File: config.mk
export PLATFORM = sky130hd
export DESIGN_NAME = rmwc_ctrl
export DESIGN_NICKNAME = d
export VERILOG_FILES = /design/src/rmwc_pkg.sv /design/src/rmwc_sync3.sv /design/src/rmwc_ctrl.sv
export VERILOG_INCLUDE_DIRS = /design/src
export SDC_FILE = /design/constraint.sdc
export NUM_CORES = 1
export LEC_CHECK = 0
export ABC_AREA = 1
export BUFFER_PORTS_ARGS = -buffer_cell sky130_fd_sc_hd__buf_2
export CAP_MARGIN = 20
export CORE_MARGIN = 4
export CORE_UTILIZATION = 50
export DETAILED_ROUTE_END_ITERATION = 6
export PLACE_DENSITY_LB_ADDON = 0.15
export SYNTH_ARGS = -nofsm -noshare
export SYNTH_HDL_FRONTEND = slang
export SYNTH_SLANG_ARGS = --single-unit
export TNS_END_PERCENT = 20
File: constraint.sdc
create_clock -name i_sys_clk -period 1.74 [get_ports i_sys_clk]
set_clock_uncertainty 0.2 [all_clocks]
set_input_delay 0.087 -clock i_sys_clk [delete_from_list [all_inputs] [get_ports i_sys_clk]]
set_output_delay 0.087 -clock i_sys_clk [all_outputs]
set_load 0.02 [all_outputs]
File: src/rmwc_defs.svh
// constants for the retention mode wakeup controller
//
// Function
// - timers-on mode keeps low-frequency oscillator and timers
// - timers-on wakes on pin, tick, comparator
// - pin wakeup running within 100 us
// - tick wakeup prestarts regulators, ready at tick; code starts them at the tick, ready after prestart or stable crystal
// - short prestart when crystal not enabled
// - timers-on wakeup always resets the system
// - register retention keeps registers and all memory
// - register retention wakes only on pin without lf clock; with it on pin, tick, comparator
// - register retention startup timing matches timers-on
// - register retention wakeup resumes without reset
// - timers-off keeps manager, ram; pin wake resets
`ifndef RMWC_DEFS_SVH
`define RMWC_DEFS_SVH

// avalon register byte offsets
`define RMWC_OFS_MODE      4'h0
`define RMWC_OFS_CTRL      4'h4
`define RMWC_OFS_STATUS    4'h8

// power-down mode codes written to the mode register
`define RMWC_CODE_ACTIVE   3'h0
`define RMWC_CODE_MEM_RET  3'h3
`define RMWC_CODE_REG_RET  3'h4

// control register fields
`define RMWC_CTRL_XOSC_EN_LO   4
`define RMWC_CTRL_XOSC_EN_HI   5
`define RMWC_CTRL_XOSC_RET     7
`define RMWC_CTRL_RESET        8'h00

// timing
`define RMWC_CLK_MHZ        100
`define RMWC_PIN_START_NS   100000
`define RMWC_PIN_START_CYC  ((`RMWC_PIN_START_NS * `RMWC_CLK_MHZ) / 1000)
`define RMWC_SHORT_PRE_CYC  4

`endif

File: src/rmwc_pkg.sv
// types for the retention mode wakeup controller
package rmwc_pkg;
    // which power domains and oscillators stay on
    typedef struct packed {
        logic core_on;       // registers and main data memory
        logic ram_on;        // scratch ram and retentive memory
        logic lf_osc_on;     // low-frequency oscillator
        logic timers_on;     // sleep tick timer and watchdog clock
        logic hf_xosc_on;    // high-frequency crystal
        logic regulators_on; // main voltage regulators
        logic mcu_clk_on;    // mcu clock released
    } rmwc_power_s;

    typedef enum logic [2:0] {
        RMWC_ACTIVE  = 3'b000,
        RMWC_MEMOFF  = 3'b001,
        RMWC_MEMON   = 3'b010,
        RMWC_REGOFF  = 3'b011,
        RMWC_REGON   = 3'b100,
        RMWC_WAKE    = 3'b101
    } rmwc_state_e;
endpackage : rmwc_pkg

File: src/rmwc_sync3.sv
// three-stage input synchroniser with agreement filter
`timescale 1ns/1ps
module rmwc_sync3 #(
    parameter int WIDTH = 3
) (
    // clock and reset
    input  wire logic             i_sys_clk,
    input  wire logic             i_srst,
    // asynchronous inputs and filtered result
    input  wire logic [WIDTH-1:0] i_async,
    output logic      [WIDTH-1:0] o_level
);
    logic [WIDTH-1:0] s1_q;  // metastable stage, read only by s2
    logic [WIDTH-1:0] s2_q;
    logic [WIDTH-1:0] s3_q;

    // shift chain
    always_ff @(posedge i_sys_clk) begin
        if (i_srst) begin
            s1_q <= '0;
            s2_q <= '0;
            s3_q <= '0;
        end else begin
            s1_q <= i_async;
            s2_q <= s1_q;
            s3_q <= s2_q;
        end
    end

    // change counts only once stages two and three agree
    genvar g;
    generate
        for (g = 0; g < WIDTH; g++) begin : g_bit
            always_ff @(posedge i_sys_clk) begin
                if (i_srst) begin
                    o_level[g] <= 1'b0;
                end else if (s2_q[g] == s3_q[g]) begin
                    o_level[g] <= s3_q[g];
                end
            end
        end
    endgenerate
endmodule : rmwc_sync3

File: src/rmwc_ctrl.sv
// retention mode wakeup controller with avalon register slave
`timescale 1ns/1ps
`include "rmwc_defs.svh"
module rmwc_ctrl #(
    parameter int PIN_START_CYC = `RMWC_PIN_START_CYC
) (
    // clock and reset
    input  wire logic                 i_sys_clk,
    input  wire logic                 i_srst,
    // avalon-mm slave
    input  wire logic [3:0]           i_avs_address,
    input  wire logic                 i_avs_read,
    input  wire logic                 i_avs_write,
    input  wire logic [31:0]          i_avs_writedata,
    output logic      [31:0]          o_avs_readdata,
    output logic                      o_avs_waitrequest,
    // wakeup sources from pins, comparator and sleep tick
    input  wire logic                 i_wake_pin,
    input  wire logic                 i_wake_comp,
    input  wire logic                 i_tick,
    // oscillator status and selection
    input  wire logic                 i_hf_xosc_stable,
    input  wire logic                 i_lf_clk_active,
    // power control outputs
    output rmwc_pkg::rmwc_power_s     o_power,
    output logic                      o_sys_reset,
    output logic                      o_resume
);
    import rmwc_pkg::*;

    logic [3:0]   wake_s;        // filtered pin, comparator, tick, crystal stable
    logic         xosc_stable_s; // crystal stable after the input filter
    logic         pin_w;
    logic         comp_w;
    logic         tick_w;
    logic [2:0]   wake_prev_q;   // for rising edge detection
    logic         pin_rise;
    logic         comp_rise;
    logic         tick_rise;
    rmwc_state_e  state_q;
    rmwc_state_e  from_q;        // mode woken from
    logic         by_tick_q;     // wakeup caused by tick
    logic [7:0]   ctrl_q;        // mcu clock control bits
    logic [2:0]   mode_q;        // last mode code written, set back to active on wakeup
    logic [31:0]  cnt_q;         // startup counter
    logic         xosc_en;
    logic         ack_q;

    // filter asynchronous sources; tick also comes off the slow clock
    // crystal status comes from the oscillator, so it is filtered as well
    rmwc_sync3 #(.WIDTH(4)) u_sync (
        .i_sys_clk (i_sys_clk),
        .i_srst    (i_srst),
        .i_async   ({i_hf_xosc_stable, i_tick, i_wake_comp, i_wake_pin}),
        .o_level   (wake_s)
    );
    assign pin_w         = wake_s[0];
    assign comp_w        = wake_s[1];
    assign tick_w        = wake_s[2];
    assign xosc_stable_s = wake_s[3];

    // edge detect so a held level wakes once
    always_ff @(posedge i_sys_clk) begin
        if (i_srst) begin
            wake_prev_q <= 3'h0;
        end else begin
            wake_prev_q <= wake_s[2:0];
        end
    end
    assign pin_rise  = pin_w & ~wake_prev_q[0];
    assign comp_rise = comp_w & ~wake_prev_q[1];
    assign tick_rise = tick_w & ~wake_prev_q[2];

    // crystal enabled when either enable bit is set
    assign xosc_en = ctrl_q[`RMWC_CTRL_XOSC_EN_HI] | ctrl_q[`RMWC_CTRL_XOSC_EN_LO];

    // avalon handshake: one wait cycle then answer
    // waitrequest has its own flop so the pin never sees a gate
    always_ff @(posedge i_sys_clk) begin
        if (i_srst) begin
            ack_q             <= 1'b0;
            o_avs_waitrequest <= 1'b1;
        end else begin
            ack_q             <= (i_avs_read | i_avs_write) & ~ack_q;
            o_avs_waitrequest <= ~((i_avs_read | i_avs_write) & ~ack_q);
        end
    end

    // control register write
    always_ff @(posedge i_sys_clk) begin
        if (i_srst) begin
            ctrl_q <= `RMWC_CTRL_RESET;
        end else if (ack_q && i_avs_write && i_avs_address == `RMWC_OFS_CTRL) begin
            ctrl_q <= i_avs_writedata[7:0];
        end
    end

    // read mux; unmapped reads give zero
    always_ff @(posedge i_sys_clk) begin
        if (i_srst) begin
            o_avs_readdata <= 32'h0;
        end else if (i_avs_read && !ack_q) begin
            unique case (i_avs_address)
                `RMWC_OFS_MODE:   o_avs_readdata <= {29'h0, mode_q};
                `RMWC_OFS_CTRL:   o_avs_readdata <= {24'h0, ctrl_q};
                `RMWC_OFS_STATUS: o_avs_readdata <= {26'h0, by_tick_q, state_q,
                                                     xosc_stable_s, i_lf_clk_active};
                default:          o_avs_readdata <= 32'h0;
            endcase
        end
    end

    // mode sequencer
    always_ff @(posedge i_sys_clk) begin
        if (i_srst) begin
            state_q   <= RMWC_ACTIVE;
            from_q    <= RMWC_ACTIVE;
            by_tick_q <= 1'b0;
            mode_q    <= `RMWC_CODE_ACTIVE;
            cnt_q     <= 32'h0;
        end else begin
            unique case (state_q)
                RMWC_ACTIVE: begin
                    // a retention mode code (memory or register) written as data enters power-down; other codes only update mode_q
                    if (ack_q && i_avs_write && i_avs_address == `RMWC_OFS_MODE) begin
                        mode_q <= i_avs_writedata[2:0];
                        if (i_avs_writedata[2:0] == `RMWC_CODE_REG_RET) begin
                            // timers on follows the low-frequency source
                            state_q <= i_lf_clk_active ? RMWC_REGON : RMWC_REGOFF;
                        end else if (i_avs_writedata[2:0] == `RMWC_CODE_MEM_RET) begin
                            state_q <= i_lf_clk_active ? RMWC_MEMON : RMWC_MEMOFF;
                        end
                    end
                end
                RMWC_MEMOFF, RMWC_REGOFF: begin
                    // only pin wakes; others ignored
                    if (pin_rise) begin
                        from_q    <= state_q;
                        by_tick_q <= 1'b0;
                        cnt_q     <= 32'h0;
                        state_q   <= RMWC_WAKE;
                    end
                end
                RMWC_MEMON, RMWC_REGON: begin
                    // pin, comparator or tick wake
                    if (pin_rise || comp_rise || tick_rise) begin
                        from_q    <= state_q;
                        by_tick_q <= tick_rise & ~pin_rise & ~comp_rise;
                        cnt_q     <= 32'h0;
                        state_q   <= RMWC_WAKE;
                    end
                end
                RMWC_WAKE: begin
                    // same startup timing from either retention mode
                    cnt_q <= cnt_q + 32'h1;
                    if (by_tick_q) begin
                        // prestart, ready once short prestart or stable crystal
                        if (!xosc_en ? (cnt_q >= 32'(`RMWC_SHORT_PRE_CYC - 1))
                                     : xosc_stable_s) begin
                            state_q <= RMWC_ACTIVE;
                            mode_q  <= `RMWC_CODE_ACTIVE;
                        end
                    end else if ((xosc_en ? xosc_stable_s : 1'b1) &&
                                 cnt_q >= 32'(PIN_START_CYC / 2)) begin
                        state_q <= RMWC_ACTIVE;
                        mode_q  <= `RMWC_CODE_ACTIVE;
                    end
                end
                default: state_q <= RMWC_ACTIVE;
            endcase
        end
    end

    // reset on wake from memory retention, resume from register retention
    always_ff @(posedge i_sys_clk) begin
        if (i_srst) begin
            o_sys_reset <= 1'b0;
            o_resume    <= 1'b0;
        end else begin
            o_sys_reset <= (state_q == RMWC_WAKE) && (from_q == RMWC_MEMON ||
                                                      from_q == RMWC_MEMOFF);
            o_resume    <= (state_q == RMWC_WAKE) && (from_q == RMWC_REGON ||
                                                      from_q == RMWC_REGOFF);
        end
    end

    // domain and oscillator enables per mode
    always_ff @(posedge i_sys_clk) begin
        if (i_srst) begin
            o_power <= '{default: 1'b1};
        end else begin
            unique case (state_q)
                RMWC_MEMOFF: o_power <= '{core_on: 1'b0, ram_on: 1'b1, lf_osc_on: 1'b0,
                                          timers_on: 1'b0, hf_xosc_on: 1'b0,
                                          regulators_on: 1'b0, mcu_clk_on: 1'b0};
                RMWC_MEMON:  o_power <= '{core_on: 1'b0, ram_on: 1'b1, lf_osc_on: 1'b1,
                                          timers_on: 1'b1, hf_xosc_on: 1'b0,
                                          regulators_on: 1'b0, mcu_clk_on: 1'b0};
                RMWC_REGOFF, RMWC_REGON:
                             o_power <= '{core_on: 1'b1, ram_on: 1'b1,
                                          lf_osc_on: 1'b1, timers_on: 1'b1,
                                          hf_xosc_on: ctrl_q[`RMWC_CTRL_XOSC_RET],
                                          regulators_on: 1'b0, mcu_clk_on: 1'b0};
                RMWC_WAKE:   o_power <= '{core_on: 1'b1, ram_on: 1'b1, lf_osc_on: 1'b1,
                                          timers_on: 1'b1, hf_xosc_on: xosc_en,
                                          regulators_on: 1'b1, mcu_clk_on: 1'b0};
                RMWC_ACTIVE: o_power <= '{default: 1'b1};
            endcase
        end
    end
    // software idling in standby for the tick is outside this block
endmodule : rmwc_ctrl

; Word level (Yosys, flattened, before mapping)
; Cells that the tools add are included.
[word_totals]
reg_bits = 112
elab_cells = 117
input_bits = 45
output_inout_bits = 42
[classes]
n_bitwise = 15
addsub = 1
order_cmp = 2
n_mux = 26
reduce_logical = 24
eq_ne = 23
[ops]
columns = operator, n
row1 = $pmux 32 s3, 1
row2 = $mux 32, 2
row3 = $mux 3, 12
row4 = $pmux 7 s5, 1
row5 = $add 32x1->32 const B, 1
row6 = $ge 32x13->1 const B, 1
row7 = $ge 32x2->1 const B, 1
row8 = $pmux 8 s3, 1
row9 = $eq 3x2->1 const B, 5
row10 = $eq 3x3->1 const B, 4
row11 = $pmux 3 s2, 2
row12 = $pmux 3 s4, 1
row13 = $ne 3x3->1 const B, 3
row14 = $logic_and 1x1->1, 7
row15 = $not 1->1, 7
row16 = $and 1x1->1, 6
row17 = $eq 3x1->1 const B, 2
row18 = $ne 2x2->1 const B, 3
row19 = $reduce_and 3->1, 2
row20 = $reduce_and 6->1, 1
row21 = $reduce_or 2->1, 3
row22 = $eq 1x1->1, 4
row23 = $eq 4x3->1 const B, 1
row24 = $eq 4x4->1 const B, 1
row25 = 11 further kinds, 19

; Longest topological paths before layout
[depth]
word_depth = 7
ltp_mapped = 13
depth_no_buf = 12

; By module
; Synthesis repeated with hierarchy kept, for this count alone.
[unflattened]
hier_cells = 653
hier_area_um2 = 4421.7
[modules_own_cells]
columns = module, area_per_inst_um2, n_inst, cells_each, seq_area_each_um2
row1 = rmwc_ctrl, 3941.3, 1, 599, 1401.3
row2 = rmwc_sync3, 480.5, 1, 54, 320.3

; Worst setup path after synthesis
; Ideal clock, no wire load.
[synth_path]
path_type = reg-to-reg
start = register cnt_q[0]
end = register cnt_q[30]
path_buffers = 0
arrival_time_ns = 1.551
path_stages_with_launch = 11
t_required_ns = 1.470
path_slack_ns = -0.081
cell_sequence = dfxtp_1 -> ha_1 -> nand2_1 -> nor2_4 -> inv_2 -> nor2_2 -> inv_2 -> nor2_2 -> a21oi_1 -> nand3b_1 -> a21oi_2
[synth_via]
elab_chain_len = 2
[synth_lines]
columns = item, line_no
row1 = start: declaration, rmwc_ctrl.sv:45  ; logic [31:0] cnt_q;
row2 = start signal: assignment, rmwc_ctrl.sv:155  ; cnt_q <= cnt_q + 32'h1;
row3 = $add 32x1->32, rmwc_ctrl.sv:155
row4 = $pmux 32 s3, rmwc_ctrl.sv:122  ; unique case (state_q)
; Every way passes these cells.
; A chain may end at the register's enable or synchronous reset.

; Final worst setup path
[layout_path]
start = input i_avs_address[3]
end = register state_q[0]
[layout_via]
elab_chain_len = 4
[layout_lines]
columns = item, line_no
row1 = start: declaration, rmwc_ctrl.sv:11  ; input wire logic [3:0] i_avs_address,
row2 = $logic_not 4->1, n/a
row3 = $logic_and 1x1->1 (no source line), n/a
row4 = $ne 2x2->1 (no source line), n/a
row5 = $reduce_and 6->1 (no source line), n/a
row6 = end signal: assignment, rmwc_ctrl.sv:129  ; state_q <= i_lf_clk_active ? RMWC_REGON : RMWC_REGOFF;
row7 = end signal: assignment, rmwc_ctrl.sv:131  ; state_q <= i_lf_clk_active ? RMWC_MEMON : RMWC_MEMOFF;
row8 = end: declaration, rmwc_ctrl.sv:40  ; rmwc_state_e state_q;
; Every way passes these cells.

==> results.sh <==
export IMPL_final_nets=827
export IMPL_cts_tree="done"
export IMPL_seqPwrFrac_pct=39.4
export IMPL_crit_buf_inv=3
export IMPL_synth_most_common_cell="nand2_1"
export IMPL_drv_cap=0
export IMPL_clkSlewWorstSetupHoldPaths_ns=0.10
export IMPL_hpwl_um=8440
export IMPL_internal_power_mw=3.52
export IMPL_io_buffer_count=37
export IMPL_power_leakage_nw=2.41
export IMPL_pwr_share_clk_pct=29.5
export IMPL_synth_area_leader_cell="dfxtp_1"
export IMPL_syn_inst=677
export IMPL_synthArstFlopShare_pct=0
export IMPL_rows=34
export IMPL_cp_start_kind="input port"
export IMPL_grt_usage_pct=21.4
export IMPL_max_stage_delay_ns=0.54
export IMPL_path_class="input port to flip-flop"
export IMPL_synthToLayoutAreaGrowth_pct=26.7
export IMPL_synth_area_top_cells="dfxtp_1 37%, nand2_1 12%, nor2_1 8.3%"
export IMPL_ys_flop_type="dfxtp_1"
export IMPL_clock_latency_ns=0.36
export IMPL_finalSetupViolations=4
export IMPL_final_cell_area_um2=5900
export IMPL_layout_min_cycle_time_ns=1.77
export IMPL_dpl_cell_area_um2=5160
export IMPL_drc=0
export IMPL_drt_pre_antenna_iters=5
export IMPL_cts_buffers=9
export IMPL_grt_overflow_total=0
export IMPL_violations="negative setup slack"
export IMPL_clockBufferDepth=2
export IMPL_combPwrFrac_pct=31.1
export IMPL_die_width_um=105
export IMPL_first_global_vias=4243
export IMPL_synth_seq_cells=86
export IMPL_hold_viol=0
export IMPL_fmaxAchievable_mhz=565
export IMPL_gp_congestion=0.923
export IMPL_power_switching_mw=1.98
export IMPL_synth_compound_area_share_pct=12.4
export IMPL_antenna_cells=0
export IMPL_post_drt_wl_per_cell_um=13.2
export IMPL_synth_area_per_cell_um2=6.88
export IMPL_synthMuxAreaShare_pct=0
export IMPL_slowest_stage="dlygate4sd3_1"
export IMPL_drt_initial_drc_count=266
export IMPL_slew_viol_final=0
export IMPL_path_cells="dlygate4sd3_1 -> buf_2 -> inv_1 -> nand3_1 -> nor2_1 -> a21oi_1 -> nor2_2 -> nand3_4 -> nand2_1 -> nand2_1 -> nor2_1"
export IMPL_drt_total_wl_um=11800
export IMPL_critical_path_top_delay_family="simple AND/OR/NAND/NOR gates"
export IMPL_worstPathMaxFanout=5
export IMPL_crit_arrival_ns=1.87
export IMPL_antenna_found_initial=0
export IMPL_ys_seq_area_share_pct=37.0
export IMPL_cp_required_ns=1.84
export IMPL_grt_setup_unrepaired="true"
export IMPL_clock_sinks=86
export IMPL_synthXorXnorAreaFrac_pct=0.376
export IMPL_fin_crit_sh_pct=102
export IMPL_hp_class="input port to flip-flop"
export IMPL_synth_distinct_cells=40
export IMPL_switching_share_pct=36.0
export IMPL_cts_root_buf="clkbuf_8"
export IMPL_die_area_um2=10900
export IMPL_ir_drop_uv=597
export IMPL_yosys_area_top_type_share_pct=37.0
export IMPL_power_density_nw_per_um2=933
export IMPL_syn_area_um2=4660
export IMPL_status="complete, but fails checks"
export IMPL_io_pins=87
export IMPL_grt_max_degree=53
export IMPL_synthTopCellsByCount="145 x nand2_1, 103 x nor2_1, 86 x dfxtp_1, 65 x inv_1, 48 x nand3_1"
export IMPL_fin_tns_setup_ns=-0.0602
export IMPL_die_h_um=105
export IMPL_grt_pass1_wl_um=19500
export IMPL_ys_warnings_count=0
export IMPL_post_synth_and_or_nand_nor_area_fraction_pct=36.4
export IMPL_viasPerCell=5.10
export IMPL_critPathCaptureType="flip-flop"
export IMPL_drive_gt1_share_pct=33.4
export IMPL_detailroute_via_count=4545
export IMPL_core_area_um2=8890
export IMPL_htreeDepth=3
export IMPL_fin_ws_ns=-0.0314
export IMPL_synth_top_family_by_area="simple AND/OR/NAND/NOR gates"
export IMPL_synth_edff_count=0
export IMPL_postRouteAntennaNets=0
export IMPL_start_util_pct=52.4
export IMPL_yosys_area_share_adder_pct=0.806
## cell type report
type	instances	area [um2]
flip-flops and latches	86	1770
inverters	81	307
clock buffers	9	124
fillers	795	2990
well taps	108	135
multi-input cells	492	2660
clock inverters	7	103
repair buffers	109	802
## sequential cells by signal, indices dropped and copies added (netlist names)
register and cells:
cnt_q 32, o_resume 1, u_sync.s2_q 4, o_avs_waitrequest 1
wake_prev_q 3, o_sys_reset 1, ack_q 1, by_tick_q 1
mode_q 3, o_power 5, o_avs_readdata 8, u_sync.o_level 4
state_q 3, u_sync.s1_q 4, ctrl_q 8, u_sync.s3_q 4
from_q 3
## path summary, 6_finish.rpt
path / start / end / slack, ns / cells past startpoint
worst max register to register: cnt_q[10]$_SDFFE_PP0P_ / cnt_q[23]$_SDFFE_PP0P_ / -0.01 / 8
worst min register to register: u_sync.s1_q[3]$_SDFF_PP0_ / u_sync.s2_q[3]$_SDFF_PP0_ / 0.21 / 2
worst min-delay path: i_avs_address[2] / o_avs_readdata[3]$_SDFFE_PP0P_ / 0.02 / 6
worst max-delay path: i_avs_address[3] / state_q[0]$_SDFFE_PP0P_ / -0.03 / 11
## cell usage in the layout, fill, tap and decap left out, types with 2 or more instances in the layout
cell type and instances:
o221ai_1 2, buf_2 37, ha_1 2, dlygate4sd3_1 19
nor2_1 82, o21bai_1 2, o21ai_0 17, nand2_4 4
bufinv_16 2, nand2_1 132, o211ai_1 2, nor3_1 3
a21oi_2 21, nand3b_1 6, dfxtp_1 63, o21ai_1 4
o22ai_1 3, nor2_2 22, nor3b_2 2, inv_2 18
nand4_1 5, nand3_4 2, nor3_2 10, dfxtp_2 16
nor2_8 2, inv_6 3, clkbuf_8 9, dfxtp_4 7
buf_4 50, nor2_4 8, buf_12 2, conb_1 25
inv_1 61, nor3_4 4, xor2_1 2, nand3_1 46
or2_2 3, nand2_2 32, a21oi_1 42
## worst reg2reg max path, cell delays in order, from the launching register on
cell and delay [ns]:
dfxtp_2 0.38, inv_1 0.13, nor2_2 0.16, buf_4 0.12, nand2_1 0.13, nor2_2 0.19, a21oi_1 0.07, nand3b_1 0.16
a21oi_1 0.14
## power by group through the flow
stage | Sequential (mW) | Combinational [mW] | Clock, mW
floorplan | 2.28 | 1.21 | 0
global placement | 2.21 | 1.53 | 0
detailed placement | 2.21 | 1.54 | 0
CTS | 2.16 | 1.61 | 1.65
global route | 2.18 | 1.85 | 1.76
finish | 2.17 | 1.71 | 1.62
## cells by family after synthesis
| family | after synthesis |
|---|---|
| compound gates | 96 |
| xor+xnor | 2 |
| fa+ha+maj | 3 |
| buf+inv | 122 |
| flops | 86 |
| other cells | 2 |
| simple gates | 366 |
## metal layers
metal	vias up	global-route usage [%]	routed length, um
met3	8	4.03	643
li1	2308	-	-
met2	134	35.6	5720
met5	-	0	0
met1	2095	28.9	5370
met4	0	5.03	82
## through the flow
stage | instances | power, mW | hold WS, ns | setup slack (ns) | utilization, %
6_report | 892 | 5.50 | 0.0211 | -0.0314 | 66.4
5_1_grt | 892 | 5.79 | 0.0354 | -0.124 | 66.4
4_1_cts | 891 | 5.43 | 0.00872 | 0.000765 | 64.0
3_5_place_dp | 852 | 3.75 | 0.0966 | -0.105 | 58.0
3_3_place_gp | 852 | 3.73 | 0.0908 | -0.101 | 58.0
2_1_floorplan | 700 | 3.49 | -0.00603 | 0.000396 | -
## timing repair
action	in CTS	in global routing
setup endpoints to repair	20	38
pin swaps	4	18
hold buffers	19	0
resized for setup	26	72
hold endpoints to repair	40	0
buffers inserted	4	1
Note: power is estimated with default switching activity, not from simulation.
